`config.mk`:
```
export PLATFORM = sky130hd
export DESIGN_NAME = csa_ctrl
export DESIGN_NICKNAME = d
export VERILOG_FILES = /design/src/csa_pkg.sv /design/src/csa_ctrl.sv /design/src/csa_irq_pulse.sv
export VERILOG_INCLUDE_DIRS = /design/src
export SDC_FILE = /design/constraint.sdc
export NUM_CORES = 1
export LEC_CHECK = 0
export CAP_MARGIN = 40
export CORE_ASPECT_RATIO = 1.4
export CORE_MARGIN = 3
export CORE_UTILIZATION = 45
export DETAILED_ROUTE_END_ITERATION = 8
export DONT_BUFFER_PORTS = 1
export SLEW_MARGIN = 20
export SYNTH_ARGS = -nofsm -noshare
export SYNTH_HDL_FRONTEND = slang
export SYNTH_SLANG_ARGS = --single-unit
```
`constraint.sdc`:
```
create_clock -name ref_clk -period 2.35 [get_ports ref_clk]
set_input_delay 0.235 -clock ref_clk [delete_from_list [all_inputs] [get_ports ref_clk]]
set_output_delay 0.235 -clock ref_clk [all_outputs]
set_load 0.02 [all_outputs]
```
`src/csa_consts.svh`:
```
// Constants for the chip-select and drive-output configuration block.
// Assumes inclusion by bare name from the block's design files.
`ifndef CSA_CONSTS_SVH
`define CSA_CONSTS_SVH

// Index offsets of the per-socket registers
`define CSA_IDX_CFG_A      8'h3E
`define CSA_IDX_ATA_A      8'h3F
`define CSA_IDX_CFG_B      8'h7E
`define CSA_IDX_ATA_B      8'h7F

// Unlock sequence: low six index bits of the two index writes
`define CSA_UNLOCK_FIRST   6'h0E
`define CSA_UNLOCK_SECOND  6'h37

// Decode configuration fields
`define CSA_CFG_SIZE_LSB   5
`define CSA_CFG_SPACE_BIT  4
`define CSA_CFG_SHARE_BIT  3
`define CSA_CFG_WMASK      8'h78

// Drive output control fields
`define CSA_ATA_GPO_LSB    3
`define CSA_ATA_FLOAT_BIT  2
`define CSA_ATA_LED_BIT    1
`define CSA_ATA_EN_BIT     0

// Reset values
`define CSA_CFG_RESET      8'h00
`define CSA_ATA_RESET      8'h00

// Drive address ports whose reads may float host bit 7
`define CSA_DRV_PORT_PRI   10'h3F7
`define CSA_DRV_PORT_SEC   10'h377

// Pin function code that routes the chip select to its pin
`define CSA_PIN_FN_SELECT  3'h4

// Shared status interrupt low pulse, in clock periods
`define CSA_IRQ_PULSE_CYC  4

`endif

```
`src/csa_pkg.sv`:
```
// Types shared by the chip-select and drive-output configuration block.
// Assumes nothing beyond a SystemVerilog compiler.
package csa_pkg;

   // Unlock sequencer states, one-hot
   typedef enum logic [2:0]
   {
      CSA_LK_LOCKED = 3'h1,
      CSA_LK_FIRST  = 3'h2,
      CSA_LK_OPEN   = 3'h4
   } csa_lock_t;

   // Shared interrupt pulse states, one-hot
   typedef enum logic [1:0]
   {
      CSA_IQ_IDLE  = 2'h1,
      CSA_IQ_PULSE = 2'h2
   } csa_irq_st_t;

endpackage

```
`src/csa_ctrl.sv`:
```
// Chip-select decode and drive-output configuration for two sockets.
// Assumes host strobes are one-cycle pulses synchronous to ref_clk.
//
// Function
// - Size code picks decoded block size
// - Space bit selects memory or I/O decode
// - Sharing needs steering, share bit, global bit
// - Shared IRQ pulses low four clocks minimum
// - Unshared level high; shared open-drain low pulse
// - Enabled: upper five bits drive address 25:21
// - Enable bit picks normal or output use
// - Float host bit 7 on drive-port reads
// - Select bit routes BVD2 to speaker/LED on I/O cards
// - Decode config at 3E and 7E
// - Drive output control at 3F and 7F
// - I/O compares A9:2 with AEN low; memory A23:16
// - Locked until index writes 0E then 37
// - Select pin only with select function code
`timescale 1ns/10ps
`include "csa_consts.svh"

module csa_ctrl
#(
   parameter int PULSE_CYC = `CSA_IRQ_PULSE_CYC
)
(
   // Clock, reset, enable
   input  wire logic            ref_clk,
   input  wire logic            resetn,
   input  wire logic            clk_en,
   // Indexed register port
   input  wire logic            index_wr,
   input  wire logic            data_wr,
   input  wire logic            data_rd,
   input  wire logic [7:0]      host_wdata,
   output logic      [7:0]      host_rdata,
   // ISA cycle qualifiers
   input  wire logic [23:0]     isa_addr,
   input  wire logic            isa_aen,
   input  wire logic            isa_mem_cycle,
   input  wire logic            isa_io_cycle,
   input  wire logic            isa_io_read,
   output logic                 host_bit7_float,
   // Settings held elsewhere
   input  wire logic            global_irq_share,
   input  wire logic [1:0]      status_irq_steered,
   input  wire logic [1:0][7:0] select_base,
   input  wire logic [1:0][2:0] pin_function_select,
   // Status interrupt
   input  wire logic [1:0]      status_level,
   input  wire logic [1:0]      status_change,
   output logic      [1:0]      status_irq_out,
   output logic      [1:0]      status_irq_oe,
   // Programmable chip select pin
   output logic      [1:0]      programmable_select_out,
   output logic      [1:0]      programmable_select_oe,
   // Card high address lines
   input  wire logic [1:0][4:0] card_addr_normal,
   output logic      [1:0][4:0] card_high_address_lines,
   // Battery detect 2 routing
   input  wire logic [1:0]      io_card_mode,
   input  wire logic [1:0]      battery_detect2,
   output logic      [1:0]      speaker_in,
   output logic      [1:0]      drive_led_in
);

   csa_pkg::csa_lock_t lk_r;        // Unlock sequencer
   csa_pkg::csa_lock_t lk_nxt;
   logic [7:0]         index_r;     // Current index
   logic [7:0]         index_nxt;
   logic [7:0]         rdata_r;     // Registered read data
   logic [7:0]         rdata_nxt;
   logic [1:0][7:0]    rd_val;      // Per-socket read value, zero when not hit
   logic [1:0]         float_req;   // Per-socket bit 7 float request

   // Unlock sequence and index register
   always_comb
   begin
      lk_nxt    = lk_r;
      index_nxt = index_r;
      if (index_wr)
      begin
         index_nxt = host_wdata;
         if (lk_r != csa_pkg::CSA_LK_OPEN)
         begin
            if (host_wdata[5:0] == `CSA_UNLOCK_FIRST)
               lk_nxt = csa_pkg::CSA_LK_FIRST;
            else if (lk_r == csa_pkg::CSA_LK_FIRST &&
                     host_wdata[5:0] == `CSA_UNLOCK_SECOND)
               lk_nxt = csa_pkg::CSA_LK_OPEN;
            else
               lk_nxt = csa_pkg::CSA_LK_LOCKED;
         end
      end
      else if ((data_wr || data_rd) && lk_r == csa_pkg::CSA_LK_FIRST)
         lk_nxt = csa_pkg::CSA_LK_LOCKED;
   end

   // Read data is captured on the read strobe; misses read zero
   always_comb
   begin
      rdata_nxt = rdata_r;
      if (data_rd)
         rdata_nxt = rd_val[0] | rd_val[1];
   end

   // Common registers; once open, the lock stays open until reset
   always_ff @(posedge ref_clk or negedge resetn)
   begin
      if (!resetn)
      begin
         lk_r    <= csa_pkg::CSA_LK_LOCKED;
         index_r <= 8'h00;
         rdata_r <= 8'h00;
      end
      else if (clk_en)
      begin
         lk_r    <= lk_nxt;
         index_r <= index_nxt;
         rdata_r <= rdata_nxt;
      end
   end

   assign host_rdata = rdata_r;

   // Drive-port read with any socket asking for the float
   assign host_bit7_float = isa_io_read && (|float_req) &&
                            (isa_addr[9:0] == `CSA_DRV_PORT_PRI ||
                             isa_addr[9:0] == `CSA_DRV_PORT_SEC);

   genvar s;
   generate
      for (s = 0; s < 2; s++)
      begin : g_sock
         logic [7:0] cfg_idx;       // Decode config index of this socket
         logic [7:0] ata_idx;       // Drive output index of this socket
         logic       cfg_hit;
         logic       ata_hit;
         logic [7:0] cfg_r;         // Decode configuration
         logic [7:0] cfg_nxt;
         logic [7:0] ata_r;         // Drive output control
         logic [7:0] ata_nxt;
         logic [7:0] mask;          // Address bits that take part in the compare
         logic [7:0] cmp_addr;      // Address slice for the current space
         logic       cyc_ok;        // Cycle of the configured space
         logic       sel_r;         // Chip select, active low
         logic       sel_nxt;
         logic [4:0] ca_r;          // High card address lines
         logic [4:0] ca_nxt;
         logic       share_act;

         assign cfg_idx = (s == 0) ? `CSA_IDX_CFG_A : `CSA_IDX_CFG_B;
         assign ata_idx = (s == 0) ? `CSA_IDX_ATA_A : `CSA_IDX_ATA_B;
         // Locked registers neither answer reads nor take writes
         assign cfg_hit = (lk_r == csa_pkg::CSA_LK_OPEN) && index_r == cfg_idx;
         assign ata_hit = (lk_r == csa_pkg::CSA_LK_OPEN) && index_r == ata_idx;
         // Reserved config bits come back as zero
         assign rd_val[s] = cfg_hit ? (cfg_r & `CSA_CFG_WMASK) :
                            (ata_hit ? ata_r : 8'h00);

         // Register writes; reserved bits are masked off
         always_comb
         begin
            cfg_nxt = cfg_r;
            ata_nxt = ata_r;
            if (data_wr && cfg_hit)
               cfg_nxt = host_wdata & `CSA_CFG_WMASK;
            if (data_wr && ata_hit)
               ata_nxt = host_wdata;
         end

         // Larger blocks drop low compare bits; a misaligned base just
         // ignores its low bits, which is why software must align it
         assign mask = 8'hFF << cfg_r[`CSA_CFG_SIZE_LSB +: 2];
         assign cmp_addr = cfg_r[`CSA_CFG_SPACE_BIT] ? isa_addr[9:2] :
                           isa_addr[23:16];
         assign cyc_ok = cfg_r[`CSA_CFG_SPACE_BIT] ? (isa_io_cycle && !isa_aen)
                                                   : isa_mem_cycle;

         // Select, address-line and pin computations
         always_comb
         begin
            sel_nxt = !(cyc_ok && ((cmp_addr & mask) ==
                                   (select_base[s] & mask)));
            if (ata_r[`CSA_ATA_EN_BIT])
               ca_nxt = ata_r[`CSA_ATA_GPO_LSB +: 5];
            else
               ca_nxt = card_addr_normal[s];
         end

         // Per-socket registers
         always_ff @(posedge ref_clk or negedge resetn)
         begin
            if (!resetn)
            begin
               cfg_r <= `CSA_CFG_RESET;
               ata_r <= `CSA_ATA_RESET;
               sel_r <= 1'b1;
               ca_r  <= 5'h00;
            end
            else if (clk_en)
            begin
               cfg_r <= cfg_nxt;
               ata_r <= ata_nxt;
               sel_r <= sel_nxt;
               ca_r  <= ca_nxt;
            end
         end

         assign programmable_select_out[s] = sel_r;
         assign programmable_select_oe[s]  =
            (pin_function_select[s] == `CSA_PIN_FN_SELECT);
         assign card_high_address_lines[s] = ca_r;
         assign float_req[s] = ata_r[`CSA_ATA_FLOAT_BIT];
         // BVD2 routing applies only to I/O cards
         assign speaker_in[s]   = io_card_mode[s] && !ata_r[`CSA_ATA_LED_BIT] &&
                                  battery_detect2[s];
         assign drive_led_in[s] = io_card_mode[s] && ata_r[`CSA_ATA_LED_BIT] &&
                                  battery_detect2[s];
         assign share_act = status_irq_steered[s] && cfg_r[`CSA_CFG_SHARE_BIT] &&
                            global_irq_share;

         csa_irq_pulse #(.PULSE_CYC(PULSE_CYC)) u_irq
         (
            .ref_clk       (ref_clk),
            .resetn        (resetn),
            .clk_en        (clk_en),
            .share_active  (share_act),
            .status_level  (status_level[s]),
            .status_change (status_change[s]),
            .irq_out       (status_irq_out[s]),
            .irq_oe        (status_irq_oe[s])
         );

         sel_space_a: assert property (@(posedge ref_clk) disable iff (!resetn || !clk_en)
            !sel_r |-> $past(cfg_r[`CSA_CFG_SPACE_BIT] ? isa_io_cycle && !isa_aen
                                                      : isa_mem_cycle))
            else $error("chip select asserted outside a matching cycle");
         gpo_drive_a: assert property (@(posedge ref_clk) disable iff (!resetn || !clk_en)
            ata_r[`CSA_ATA_EN_BIT] ##1 $stable(ata_r) |->
               ca_r == ata_r[`CSA_ATA_GPO_LSB +: 5])
            else $error("high address lines not driven from outputs");
         share_gate_a: assert property (@(posedge ref_clk) disable iff (!resetn)
            !global_irq_share |-> status_irq_oe[s])
            else $error("irq shared without global enable");
         reserved_zero_a: assert property (@(posedge ref_clk) disable iff (!resetn)
            (cfg_r & ~`CSA_CFG_WMASK) == 8'h00)
            else $error("reserved config bits set");
         pin_route_a: assert property (@(posedge ref_clk) disable iff (!resetn)
            (pin_function_select[s] != `CSA_PIN_FN_SELECT) |->
               !programmable_select_oe[s])
            else $error("select pin driven under another function");
      end
   endgenerate

   // All four registers must hold while locked, not just one per socket
   locked_write_a: assert property (@(posedge ref_clk) disable iff (!resetn || !clk_en)
      (lk_r != csa_pkg::CSA_LK_OPEN) && data_wr |=>
         $stable(g_sock[0].cfg_r) && $stable(g_sock[0].ata_r) &&
         $stable(g_sock[1].cfg_r) && $stable(g_sock[1].ata_r))
      else $error("locked register took a write");
   unlock_seq_a: assert property (@(posedge ref_clk) disable iff (!resetn || !clk_en)
      lk_r == csa_pkg::CSA_LK_FIRST && (data_wr || data_rd) && !index_wr |=>
         lk_r == csa_pkg::CSA_LK_LOCKED)
      else $error("data access did not cancel unlock");
   float_port_a: assert property (@(posedge ref_clk) disable iff (!resetn)
      host_bit7_float |-> isa_io_read &&
         (isa_addr[9:0] == `CSA_DRV_PORT_PRI || isa_addr[9:0] == `CSA_DRV_PORT_SEC))
      else $error("bit 7 floated outside a drive-port read");

endmodule

```
`src/csa_irq_pulse.sv`:
```
// Status interrupt driver for one socket: level or shared low pulse.
// Assumes status_change is a one-cycle pulse synchronous to ref_clk.
`timescale 1ns/10ps
`include "csa_consts.svh"

module csa_irq_pulse
#(
   parameter int PULSE_CYC = `CSA_IRQ_PULSE_CYC
)
(
   // Clock and reset
   input  wire logic ref_clk,
   input  wire logic resetn,
   input  wire logic clk_en,
   // Mode and events
   input  wire logic share_active,
   input  wire logic status_level,
   input  wire logic status_change,
   // IRQ pin, two-signal form
   output logic      irq_out,
   output logic      irq_oe
);

   csa_pkg::csa_irq_st_t st_r;      // Pulse state
   csa_pkg::csa_irq_st_t st_nxt;
   logic [3:0]           cnt_r;     // Remaining low cycles minus one
   logic [3:0]           cnt_nxt;
   logic                 level_r;   // Registered status level
   logic                 level_nxt;

   // Next state: a new change restarts the pulse so it is never cut short
   always_comb
   begin
      st_nxt    = st_r;
      cnt_nxt   = cnt_r;
      level_nxt = status_level;
      case (st_r)
         csa_pkg::CSA_IQ_IDLE:
         begin
            if (share_active && status_change)
            begin
               st_nxt  = csa_pkg::CSA_IQ_PULSE;
               cnt_nxt = 4'(PULSE_CYC - 1);
            end
         end
         csa_pkg::CSA_IQ_PULSE:
         begin
            if (share_active && status_change)
               cnt_nxt = 4'(PULSE_CYC - 1);
            else if (cnt_r == 4'h0)
               st_nxt = csa_pkg::CSA_IQ_IDLE;
            else
               cnt_nxt = cnt_r - 4'h1;
         end
         default:
         begin
            st_nxt  = csa_pkg::CSA_IQ_IDLE;
            cnt_nxt = 4'h0;
         end
      endcase
   end

   // Registers, frozen while the clock enable is low
   always_ff @(posedge ref_clk or negedge resetn)
   begin
      if (!resetn)
      begin
         st_r    <= csa_pkg::CSA_IQ_IDLE;
         cnt_r   <= 4'h0;
         level_r <= 1'b0;
      end
      else if (clk_en)
      begin
         st_r    <= st_nxt;
         cnt_r   <= cnt_nxt;
         level_r <= level_nxt;
      end
   end

   // Shared: open drain, pulled low only during the pulse; else active-high level
   assign irq_out = share_active ? 1'b0 : level_r;
   assign irq_oe  = share_active ? (st_r == csa_pkg::CSA_IQ_PULSE) : 1'b1;

   pulse_len_a: assert property (@(posedge ref_clk) disable iff (!resetn || !clk_en)
      $rose(st_r == csa_pkg::CSA_IQ_PULSE) |-> (irq_oe || !share_active)[*4])
      else $error("shared irq pulse shorter than four clocks");
   // Level follows the status input one enabled edge later, not only level_r
   level_mode_a: assert property (@(posedge ref_clk) disable iff (!resetn || !clk_en)
      !share_active && $past(clk_en) && $past(resetn) |->
         irq_oe && (irq_out == $past(status_level)))
      else $error("unshared irq not driven as a level");

endmodule

```
==> out/qor.log, run 1 <==
[run_status] status completed
[final_layout] signed area change from the synthesized netlist to the final layout 10.88%
[clock_network] root buffer cell sky130_fd_sc_hd__clkbuf_16
[detailed_routing] detailed-routed wire length on met2 4.401 mm
[clock_network] clock latency on the worst-skew pair 330 ps
[setup_path] sort of element at the end of the critical path flip-flop
[floorplan] Initial Util 46.31%
[setup_path] Critical Setup Path Class flip-flop to flip-flop
[floorplan] die area 9590 um^2
[floorplan] Top-Level Pins 116
[timing] endpoints failing setup 0
[floorplan] die boundary width 83.63 um
[clock_network] number of hold buffers added after cts 3
[placement] Placed Cells incl. Taps 433
[timing] worst slew pin tran 676.5 ps
[final_layout] NumNets Final 438
[global_route] GRT Residual Overflow 0
[setup_path] kind of launch point of the worst setup path flip-flop
[timing] Slew headroom 54.90%
[min_path] worst hold start clk_en
[synthesis] share of the yosys chip area belonging to registers 45.65%
[global_route] global routing usage summed across all routing layers 17.65%
[setup_path] Most common cell on crit path sky130_fd_sc_hd__nand2_1
[global_route] largest net degree at the start of global routing 70
[clock_network] CTS tree built
[setup_path] endpoint of the lowest-slack register-to-register path g_sock[1].u_irq.cnt_r[2]
[detailed_routing] DRC violations left 0
[floorplan] die height 114.7 um
[placement] Final GP Congestion 0.8525
[timing] clock period minus worst slack 2058 ps
[setup_path] crit-path leading delay family simple AND/OR/NAND/NOR gates
[detailed_routing] via count 2587
[detailed_routing] metal1 wirelength 3.450 mm
[placement] port bufs 0
[global_route] initial antenna violation count 0
[synthesis] average cell area after synthesis 10.94 um^2
[setup_path] Max FO, Critical Path 8
[flow_run] Maximum Capacitance Violations 0
[global_route] global-route wire length before repair 13.30 mm
[timing] endpoints failing hold 0
[power_and_ir_drop] highest ir drop seen on vdd 0.4842 mV
[synthesis] Post-Synthesis Cell Area 3796 um^2
[synthesis] number of synthesized register bits 69
[synthesis] commonest register cell after synthesis sky130_fd_sc_hd__dfrtp_1
[setup_path] Critical path buffers and inverters 1
[clock_network] TritonCTS sink count 69
[clock_network] Post-CTS Setup Inserts 0
[setup_path] start of the worst register-to-register path g_sock[1].u_irq.st_r[0]
[synthesis] number of nets produced by synthesis 440
[synthesis] Yosys top cell area share 42.19%
[setup_path] cell with the largest stage delay on the worst path sky130_fd_sc_hd__or4b_2
[power_and_ir_drop] Lkg Pwr 1.770 nW
[clock_network] Reg clk slew, reported paths 60 ps
[detailed_routing] via density per instance 5.723
[timing] RSZ-0062 raised after global routing false
[timing] final cycle utilization of the critical path 87.58%
[detailed_routing] TritonRoute pass-1 iters 4
[synthesis] async set-reset flop share out of synthesis 100.0%
[synthesis] library cell with the largest summed area after synthesis sky130_fd_sc_hd__dfrtp_1
[placement] post-DP HPWL 6.117 mm
[timing] number of pins with negative max-slew slack in the final report 0
[timing] maximum clock rate 485.9 MHz
[global_route] via count of the first global-routing pass 2617
[final_layout] Cell Count, Final, Fillers Out 452
[setup_path] arrival time of data at the critical path endpoint 2320 ps
[timing] setup total negative slack 0 ps
[synthesis] synth cell count leaders sky130_fd_sc_hd__dfrtp_1 (64), sky130_fd_sc_hd__mux2_2 (37), sky130_fd_sc_hd__nand2_1 (33), sky130_fd_sc_hd__mux2i_1 (32), sky130_fd_sc_hd__nor2_1 (21)
[detailed_routing] final WL 8.397 mm
[synthesis] Ys Warns 0
[synthesis] most instantiated library cell after synthesis sky130_fd_sc_hd__dfrtp_1
[clock_network] number of gates resized after CTS 0
[clock_network] CTS H-tree lvls 3
[detailed_routing] DR top layer met4
[detailed_routing] met3 layer wire length in the routed design 441 um
[final_layout] number of diodes 0
[floorplan] Floorplan Core Area 8198 um^2
[detailed_routing] initial detailed-routing violation count 127
[synthesis] top cells by area in the synthesized netlist sky130_fd_sc_hd__dfrtp_1 (42%), sky130_fd_sc_hd__mux2_2 (11%), sky130_fd_sc_hd__mux2i_1 (8.4%)
[synthesis] cell count after synthesis 347
[floorplan] Placement Rows 39
[clock_network] number of buffers added by the clock tree synthesis step 9
[synthesis] number of enable-type register cells in the synthesized netlist 0
[setup_path] Worst Reg-to-Reg Cells 7
[clock_network] Clock Tree Buf Depth 2
[setup_path] register-to-register path setup slack 290 ps
[min_path] worst hold path endpoint g_sock[0].sel_r
[detailed_routing] drt wl/cell 18.58 um
[setup_path] sequence of cells on the critical path inv_1 > ha_1 > nor4bb_1 > o21ai_0 > nand2_1 > or4b_2 > nand2_1
[power_and_ir_drop] Power Dens Cells 692.1 nW/um^2
[min_path] worst min-delay path category input port to flip-flop
[setup_path] largest incremental delay on the critical path 650 ps
[detailed_routing] DRT antenna net count 0
[min_path] number of cells on the worst hold path 2
[synthesis] number of distinct library cell variants in the gate-level netlist after synthesis 45
[timing] Max Clock Skew 7.046 ps
[final_layout] share of cells above drive strength 1 21.14%
[setup_path] required time at the worst-slack endpoint 2620 ps
## routing by layer
layer	global-route usage, %	vias to the layer above
met5	0	-
met4	5.687	0
met3	4.392	8
met2	30.06	61
met1	22.04	1283
li1	-	1235
## worst reg2reg max path: stages, from the launching register on
cell and delay, ps:
sky130_fd_sc_hd__dfstp_2 530, sky130_fd_sc_hd__inv_1 50, sky130_fd_sc_hd__ha_1 200, sky130_fd_sc_hd__nor4bb_1 140, sky130_fd_sc_hd__o21ai_0 180, sky130_fd_sc_hd__nand2_1 180, sky130_fd_sc_hd__or4b_2 650, sky130_fd_sc_hd__nand2_1 80
## layout by cell type, fill, tap and decap left out, types with 3 or more instances in the layout
master,n
sky130_fd_sc_hd__o31ai_1,5
sky130_fd_sc_hd__dfstp_2,5
sky130_fd_sc_hd__and3_1,3
sky130_fd_sc_hd__nor2_1,21
sky130_fd_sc_hd__nand4_1,5
sky130_fd_sc_hd__inv_1,8
sky130_fd_sc_hd__nand3b_1,5
sky130_fd_sc_hd__o21ai_0,18
sky130_fd_sc_hd__nand3_1,6
sky130_fd_sc_hd__dfrtp_1,64
sky130_fd_sc_hd__xnor2_1,10
sky130_fd_sc_hd__ha_1,8
sky130_fd_sc_hd__a21oi_1,16
sky130_fd_sc_hd__nand2b_1,4
sky130_fd_sc_hd__xor2_1,6
sky130_fd_sc_hd__nor3_1,4
sky130_fd_sc_hd__mux2_2,37
sky130_fd_sc_hd__nor3b_1,4
sky130_fd_sc_hd__mux2i_1,32
sky130_fd_sc_hd__nand2_1,33
sky130_fd_sc_hd__mux4_2,4
sky130_fd_sc_hd__clkbuf_16,9
sky130_fd_sc_hd__nor4_1,3
sky130_fd_sc_hd__o211ai_1,3
## how the worst max path moves through the flow
stage / cells past startpoint / slack, ps / end / from
after floorplan: 7 / 390 / g_sock[1].u_irq.cnt_r[2] / g_sock[1].u_irq.st_r[0]
after global placement: 7 / 380 / g_sock[1].u_irq.cnt_r[2] / g_sock[1].u_irq.st_r[0]
after detailed placement: 7 / 280 / g_sock[1].u_irq.cnt_r[2] / g_sock[1].u_irq.st_r[0]
after CTS: 7 / 270 / g_sock[1].u_irq.cnt_r[2] / g_sock[1].u_irq.st_r[0]
after global routing: 7 / 190 / g_sock[1].u_irq.cnt_r[2] / g_sock[1].u_irq.st_r[0]
final: 7 / 290 / g_sock[1].u_irq.cnt_r[2] / g_sock[1].u_irq.st_r[0]
## state kept, by name, summed over array words and instances (netlist names)
name                  count
g_sock.cfg_r              8
host_rdata                8
g_sock.sel_r              2
g_sock.u_irq.st_r         4
g_sock.ca_r              10
lk_r                      3
g_sock.u_irq.cnt_r        8
g_sock.u_irq.level_r      2
g_sock.ata_r             16
index_r                   8
## stage by stage
| stage | cell area, um^2 | util, % | power [mW] | hold slack (ps) | setup WS (ps) |
|---|---|---|---|---|---|
| 3_5_place_dp | 3836 | 46.79 | 1.449 | -59.13 | 281.9 |
| 2_1_floorplan | 3796 | - | 1.444 | -60.59 | 390.2 |
| 6_report | 4209 | 51.34 | 2.913 | 45.39 | 291.8 |
| 4_1_cts | 4209 | 51.34 | 2.943 | 41.20 | 273.2 |
| 5_1_grt | 4209 | 51.34 | 3.017 | 42.48 | 185.8 |
| 3_3_place_gp | 3836 | 46.79 | 1.445 | -58.71 | 375.3 |
## cell families after synthesis
| group | after synthesis | share of synthesized area, % |
|---|---|---|
| AO/OA/AOI/OAI | 47 | 7.185 |
| XOR/XNOR | 16 | 3.691 |
| adder cells (fa/ha/maj) | 8 | 2.637 |
| buffers and inverters | 26 | 3.494 |
| flip-flops | 69 | 45.65 |
| multiplexers | 73 | 21.79 |
| AND/OR/NAND/NOR | 108 | 15.56 |
## where the power goes
part	internal [mW]	switching (mW)
registers	1.23	0.0648
clock network	0.955	0.497
logic	0.0865	0.0811
## layout make-up
type	instances	area, um^2
Inverter	8	30.03
Multi-Input combinational cell	252	1931
Timing Repair Buffer	5	62.56
Tap cell	102	127.6
Fill cell	731	3989
Clock buffer	10	239.0
Clock inverter	6	86.33
Sequential cell	69	1733
Note: power is estimated with default switching activity, not from simulation.
==> run 2, diff against run 1 <==
--- a/config.mk
+++ b/config.mk
@@ -12,6 +12,7 @@
 export CORE_UTILIZATION = 45
 export DETAILED_ROUTE_END_ITERATION = 8
 export DONT_BUFFER_PORTS = 1
+export PLACE_DENSITY_LB_ADDON = 0.12
 export SLEW_MARGIN = 20
 export SYNTH_ARGS = -nofsm -noshare
 export SYNTH_HDL_FRONTEND = slang
==> run 2 against run 1 <==
  * Register-to-register slack improved by 40 ps
  * Count of clock-buffer cells in the layout rose by 5
  * Design area fell by 0.89%
  * Critical path depth did not move
  * Combinational power barely moved
  * Largest cell class unchanged
==> out/qor.log, run 2 (synthesized netlist as in run 1, its figures left out) <==
[timing] Max Clock Skew 4.800 ps [-2.245 ps]
[placement] post-DP HPWL 6.195 mm [+1.3%]
[setup_path] arrival time of data at the critical path endpoint 2280 ps [-40 ps]
[clock_network] CTS tree built
[floorplan] Placement Rows 39 [unchanged]
[timing] worst hold slack after final layout 60.57 ps [+15.17 ps]
[timing] maximum clock rate 496.5 MHz [+2.2%]
[final_layout] registers with the most flip-flops g_sock.ata_r x16, g_sock.ca_r x10
[clock_network] number of buffers added by the clock tree synthesis step 9 [unchanged]
[clock_network] Reg clk slew, reported paths 50 ps [about the same]
[detailed_routing] via density per instance 5.666 [-1.0%]
[detailed_routing] DRC violations left 0 [unchanged]
[global_route] largest net degree at the start of global routing 70 [unchanged]
[power_and_ir_drop] Power Dens Cells 663.9 nW/um^2 [-4.1%]
[clock_network] clock latency on the worst-skew pair 320 ps [about the same]
[setup_path] Max FO, Critical Path 8 [unchanged]
[power_and_ir_drop] Internal 2.168 mW [-4.5%]
[floorplan] Initial Util 46.31% [unchanged]
[final_layout] share of cells above drive strength 1 19.71% [-1.4 points]
[final_layout] post-layout instance area 4172 um^2 [-0.89%]
[power_and_ir_drop] fraction of power spent switching nets 21.71% [-0.36 points]
[setup_path] first element of the critical path g_sock[1].u_irq.st_r[0]
[final_layout] Cell Count, Final, Fillers Out 452 [unchanged]
[final_layout] commonest non-fill, non-tap cell in the layout sky130_fd_sc_hd__dfrtp_1
[power_and_ir_drop] Sw Pwr 0.6012 mW [-6.5%]
[flow_run] Maximum Capacitance Violations 0 [unchanged]
[setup_path] required time at the worst-slack endpoint 2610 ps [about the same]
[final_layout] signed area change from the synthesized netlist to the final layout 9.888%
[setup_path] critical path capture point g_sock[1].u_irq.cnt_r[2]
[setup_path] Worst Reg-to-Reg Cells 7 [unchanged]
[global_route] GRT Residual Overflow 0 [unchanged]
[floorplan] die boundary width 83.63 um [unchanged]
[timing] final setup slack of the worst path 335.7 ps [+43.91 ps]
[timing] setup total negative slack 0 ps [unchanged]
[clock_network] TritonCTS sink count 69 [unchanged]
[power_and_ir_drop] Clock power frac 47.2% [-2.6 points]
[power_and_ir_drop] highest ir drop seen on vdd 0.5222 mV [+7.9%]
[run_status] status completed
[detailed_routing] DRT antenna net count 0 [unchanged]
[detailed_routing] TritonRoute pass-1 iters 4 [unchanged]
[setup_path] kind of launch point of the worst setup path flip-flop
[floorplan] die height 114.7 um [unchanged]
[final_layout] register with the most flip-flops g_sock.ata_r
[timing] number of pins with negative max-slew slack in the final report 0 [unchanged]
[global_route] via count of the first global-routing pass 2755 [+5.3%]
[min_path] worst min-delay path category input port to flip-flop
[placement] placement-stage worst setup slack 321.6 ps [+39.63 ps]
[floorplan] Top-Level Pins 116 [unchanged]
[detailed_routing] drt wl/cell 18.50 um [-0.39%]
[timing] endpoints failing setup 0 [unchanged]
[timing] endpoints failing hold 0 [unchanged]
[final_layout] NumNets Final 438 [unchanged]
[detailed_routing] via count 2561 [-1.0%]
[detailed_routing] initial detailed-routing violation count 106 [-17%]
[setup_path] register-to-register path setup slack 340 ps [+40 ps]
[placement] port bufs 0 [unchanged]
[placement] DP Area 3836 um^2 [unchanged]
[final_layout] number of diodes 0 [unchanged]
[floorplan] die area 9590 um^2 [unchanged]
[clock_network] Clock Tree Buf Depth 2 [unchanged]
[final_layout] commonest cells after routing, fill and taps aside sky130_fd_sc_hd__dfrtp_1 (64), sky130_fd_sc_hd__mux2_2 (37), sky130_fd_sc_hd__nand2_1 (33)
[timing] final cycle utilization of the critical path 85.71% [-1.9 points]
[floorplan] Floorplan Core Area 8198 um^2 [unchanged]
[setup_path] start of the worst register-to-register path g_sock[1].u_irq.st_r[0]
[setup_path] sort of element at the end of the critical path flip-flop
[detailed_routing] final WL 8.364 mm [-0.39%]
[clock_network] root buffer cell sky130_fd_sc_hd__clkbuf_16
[power_and_ir_drop] overall power of the completed layout 2.769 mW [-4.9%]
[power_and_ir_drop] power share of the sequential group 46.8% [+2.4 points]
[power_and_ir_drop] part of the power in combinational logic 6.0% [+0.2 points]
[global_route] global-route wire length before repair 13.59 mm [+2.2%]
[setup_path] endpoint of the lowest-slack register-to-register path g_sock[1].u_irq.cnt_r[2]
[final_layout] final design utilization 50.89% [-0.46 points]
[timing] worst slew pin tran 692.6 ps [+16.09 ps]
[clock_network] CTS H-tree lvls 3 [unchanged]
[setup_path] Critical Setup Path Class flip-flop to flip-flop
[placement] Final GP Congestion 0.7877 [-7.6%]
[global_route] initial antenna violation count 0 [unchanged]
[final_layout] number of flip-flops in the largest register 16 [unchanged]
[timing] clock period minus worst slack 2014 ps [-43.91 ps]
[timing] RSZ-0062 raised after global routing false
[placement] Placed Cells incl. Taps 433 [unchanged]
[power_and_ir_drop] Lkg Pwr 1.750 nW [-1.1%]
[timing] Slew headroom 53.83% [-1.1 points]
[global_route] global routing usage summed across all routing layers 18.04% [+0.39 points]
run 2: cell types whose count changed in the layout (fill, tap and decap cells not counted), sizes merged:
cell | before | now
clkinvlp | 1 | 0
clkinv | 3 | 0
bufinv | 2 | 1
clkbuf | 10 | 15
run 2: how the worst min path moves through the flow:
stage,startpoint,endpoint,cells past startpoint
6_report,host_wdata[0],g_sock[0].ata_r[0],1
5_1_grt,host_wdata[1],index_r[1],1
4_1_cts,host_wdata[1],g_sock[0].ata_r[1],1
3_5_place_dp,resetn,g_sock[1].u_irq.cnt_r[2],0
3_3_place_gp,resetn,g_sock[1].u_irq.cnt_r[2],0
2_1_floorplan,resetn,g_sock[0].ata_r[0],0
run 2: timing repair:
| action | CTS | global route |
|---|---|---|
| hold buffers | 3 | 0 |
| endpoints found under the hold margin | 81 | 0 |
| setup buffers | 0 | 0 |
| gates resized for setup | 0 | 0 |
run 2: area by class of cell:
cell class,instances,area (um^2)
tap,102,127.6
multi-input combinational,252,1931
fill,753,4026
timing repair buffer,5,62.56
clock buffer,15,257.7
clock inverter,1,30.03
sequential,69,1733
inverter,8,30.03
run 2: power by group through the flow:
stage	combinational [mW]	clock (mW)	sequential (mW)
detailed placement	0.134	0	1.32
CTS	0.171	1.34	1.30
global route	0.186	1.40	1.30
floorplan	0.156	0	1.29
finish	0.166	1.31	1.30
global placement	0.132	0	1.32
run 2: layer usage:
metal	up-vias	wire (um)	track usage, %
met2	60	4382	31.81
met1	1257	3436	20.76
li1	1234	-	-
met3	10	427	4.320
met4	0	118	7.940
met5	-	0	0
run 2: critical path, cell delays in order (launching register included):
cell                       delay [ps]
sky130_fd_sc_hd__dfstp_2          530
sky130_fd_sc_hd__inv_1             50
sky130_fd_sc_hd__ha_1             200
sky130_fd_sc_hd__nor4bb_1         140
sky130_fd_sc_hd__o21ai_0          150
sky130_fd_sc_hd__nand2_1          180
sky130_fd_sc_hd__or4b_2           640
sky130_fd_sc_hd__nand2_1           70
==> run 3, diff against run 2 <==
--- a/config.mk
+++ b/config.mk
@@ -12,7 +12,7 @@
 export CORE_UTILIZATION = 45
 export DETAILED_ROUTE_END_ITERATION = 8
 export DONT_BUFFER_PORTS = 1
-export PLACE_DENSITY_LB_ADDON = 0.12
+export PLACE_DENSITY = 0.71
 export SLEW_MARGIN = 20
 export SYNTH_ARGS = -nofsm -noshare
 export SYNTH_HDL_FRONTEND = slang
==> run 3 against run 2 <==
  * First-iteration DRC count shrank 10%
  * Core utilization shrank 0.061 points
  * Sequential power about the same
  * Non-clock buffer count is 1 lower
  * Global-route usage up 0.89 points
  * Wire length up 3.1%
  * Sequential share of layout area barely moved
  * Flip-flop and latch count is the same
  * Worst setup slack worse by 110 ps
  * Fmax down 5.0%
  * Count of clock-buffer cells in the layout shrank 6
  * Design area decreased by 0.12%
  * Critical path type unchanged
  * Largest cell class unchanged
==> out/qor.log, run 3 (synthesized netlist as in run 1, its figures left out) <==
[placement] port bufs 0 [unchanged]
[power_and_ir_drop] part of the power in combinational logic 6.1% [about the same]
[setup_path] arrival time of data at the critical path endpoint 2380 ps [+100 ps]
[global_route] global-route wire length before repair 14.26 mm [+5.0%]
[detailed_routing] via density per instance 5.836 [+3.0%]
[detailed_routing] DRC violations left 0 [unchanged]
[timing] Max Clock Skew 2.093 ps [-2.707 ps]
[timing] number of pins with negative max-slew slack in the final report 0 [unchanged]
[clock_network] number of hold buffers added after cts 3 [unchanged]
[timing] Slew headroom 54.66% [+0.84 points]
[clock_network] Reg clk slew, reported paths 60 ps [about the same]
[setup_path] start of the worst register-to-register path g_sock[1].u_irq.st_r[0]
[clock_network] clock latency on the worst-skew pair 320 ps [about the same]
[final_layout] NumNets Final 437 [-0.23%]
[global_route] via count of the first global-routing pass 2789 [+1.2%]
[clock_network] Post-CTS Setup Inserts 0 [unchanged]
[timing] final setup slack of the worst path 229.7 ps [-106.0 ps]
[global_route] global routing usage summed across all routing layers 18.93% [+0.89 points]
[power_and_ir_drop] highest ir drop seen on vdd 0.4970 mV [-4.8%]
[setup_path] register-to-register path setup slack 230 ps [-110 ps]
[floorplan] die height 114.7 um [unchanged]
[placement] Final GP Congestion 0.7885 [+0.10%]
[placement] Placed Cells incl. Taps 432 [-0.23%]
[floorplan] Placement Rows 39 [unchanged]
[global_route] initial antenna violation count 0 [unchanged]
[final_layout] number of flip-flops in the largest register 16 [unchanged]
[global_route] GRT Residual Overflow 0 [unchanged]
[power_and_ir_drop] Sw Pwr 0.6442 mW [+7.2%]
[final_layout] final design utilization 50.82% [-0.061 points]
[power_and_ir_drop] Internal 2.127 mW [-1.9%]
[setup_path] endpoint of the lowest-slack register-to-register path g_sock[1].u_irq.cnt_r[2]
[clock_network] number of buffers added by the clock tree synthesis step 9 [unchanged]
[detailed_routing] initial detailed-routing violation count 95 [-10%]
[final_layout] signed area change from the synthesized netlist to the final layout 9.756%
[setup_path] Critical Setup Path Class flip-flop to flip-flop
[floorplan] Floorplan Core Area 8198 um^2 [unchanged]
[setup_path] Worst Reg-to-Reg Cells 7 [unchanged]
[clock_network] TritonCTS sink count 69 [unchanged]
[timing] RSZ-0062 raised after global routing false
[setup_path] sort of element at the end of the critical path flip-flop
[timing] clock period minus worst slack 2120 ps [+106.0 ps]
[power_and_ir_drop] Lkg Pwr 1.736 nW [-0.80%]
[detailed_routing] DRT antenna net count 0 [unchanged]
[detailed_routing] drt wl/cell 19.16 um [+3.5%]
[clock_network] Clock Tree Buf Depth 2 [unchanged]
[final_layout] register with the most flip-flops g_sock.ata_r
[power_and_ir_drop] fraction of power spent switching nets 23.24% [+1.5 points]
[global_route] largest net degree at the start of global routing 70 [unchanged]
[timing] worst slew pin tran 678.6 ps [-14.02 ps]
[final_layout] commonest cells after routing, fill and taps aside sky130_fd_sc_hd__dfrtp_1 (64), sky130_fd_sc_hd__mux2_2 (37), sky130_fd_sc_hd__nand2_1 (33)
[flow_run] Maximum Capacitance Violations 0 [unchanged]
[floorplan] die boundary width 83.63 um [unchanged]
[clock_network] number of gates resized after CTS 0 [unchanged]
[setup_path] Max FO, Critical Path 8 [unchanged]
[clock_network] root buffer cell sky130_fd_sc_hd__clkbuf_16
[setup_path] critical path capture point g_sock[1].u_irq.cnt_r[2]
[final_layout] registers with the most flip-flops g_sock.ata_r x16, g_sock.ca_r x10
[floorplan] Initial Util 46.31% [unchanged]
[setup_path] kind of launch point of the worst setup path flip-flop
[setup_path] first element of the critical path g_sock[1].u_irq.st_r[0]
[timing] endpoints failing hold 0 [unchanged]
[final_layout] share of cells above drive strength 1 20.69% [+0.98 points]
[timing] setup total negative slack 0 ps [unchanged]
[clock_network] CTS H-tree lvls 3 [unchanged]
[detailed_routing] via count 2626 [+2.5%]
[power_and_ir_drop] Power Dens Cells 665.1 nW/um^2 [+0.19%]
[power_and_ir_drop] Clock power frac 47.2% [about the same]
[setup_path] required time at the worst-slack endpoint 2610 ps [about the same]
[final_layout] Cell Count, Final, Fillers Out 450 [-0.44%]
[clock_network] CTS tree built
[detailed_routing] final WL 8.620 mm [+3.1%]
[floorplan] die area 9590 um^2 [unchanged]
[timing] maximum clock rate 471.6 MHz [-5.0%]
[timing] final cycle utilization of the critical path 90.23% [+4.5 points]
[power_and_ir_drop] power share of the sequential group 46.7% [about the same]
[final_layout] number of diodes 0 [unchanged]
[placement] post-DP HPWL 6.378 mm [+3.0%]
[final_layout] commonest non-fill, non-tap cell in the layout sky130_fd_sc_hd__dfrtp_1
[placement] placement-stage worst setup slack 256.8 ps [-64.75 ps]
[run_status] status completed
[timing] endpoints failing setup 0 [unchanged]
[min_path] worst min-delay path category input port to flip-flop
[detailed_routing] TritonRoute pass-1 iters 4 [unchanged]
[min_path] worst hold start host_wdata[6]
[floorplan] Top-Level Pins 116 [unchanged]
-- run 3: layout make-up --
cell class,count,area (um^2)
Tap cell,102,127.6
Multi-Input combinational cell,252,1931
Clock buffer,9,225.2
Timing Repair Buffer,4,55.05
Fill cell,737,4031
Inverter,8,30.03
Clock inverter,6,65.06
Sequential cell,69,1733
-- run 3: through the flow --
stage / power (mW) / hold WS (ps) / instance area, um^2
6_report: 2.771 / 57.92 / 4167
5_1_grt: 2.868 / 46.92 / 4167
4_1_cts: 2.809 / 40.69 / 4167
3_5_place_dp: 1.452 / -58.05 / 3829
3_3_place_gp: 1.445 / -58.16 / 3829
2_1_floorplan: 1.444 / -60.59 / 3796
-- run 3: worst min-delay path by stage --
stage / end / cells after the start
after floorplan: g_sock[0].ata_r[0] / 0
after global placement: g_sock[1].u_irq.cnt_r[2] / 0
after detailed placement: g_sock[1].u_irq.cnt_r[2] / 0
after CTS: g_sock[1].sel_r / 2
after global routing: index_r[6] / 1
final: index_r[6] / 1
-- run 3: power by group through the flow --
stage / clock [mW] / sequential [mW] / combinational, mW
floorplan: 0 / 1.29 / 0.156
CTS: 1.34 / 1.30 / 0.172
detailed placement: 0 / 1.32 / 0.136
global placement: 0 / 1.31 / 0.131
finish: 1.31 / 1.29 / 0.168
global route: 1.38 / 1.30 / 0.188
-- run 3: layer usage --
layer / global-route usage (%) / vias to the layer above / part of all wire (%)
li1: - / 1240 / -
met1: 21.75 / 1285 / 39
met2: 33.19 / 88 / 53
met3: 5.616 / 13 / 7.0
met4: 7.189 / 0 / 1.6
met5: 0 / - / 0
-- run 3: critical path, cell delays in order, from the launching register on --
cell and delay, ps:
sky130_fd_sc_hd__dfstp_2 530, sky130_fd_sc_hd__inv_1 50, sky130_fd_sc_hd__ha_1 260, sky130_fd_sc_hd__nor4bb_1 160, sky130_fd_sc_hd__o21ai_0 160, sky130_fd_sc_hd__nand2_1 190, sky130_fd_sc_hd__or4b_2 640, sky130_fd_sc_hd__nand2_1 70
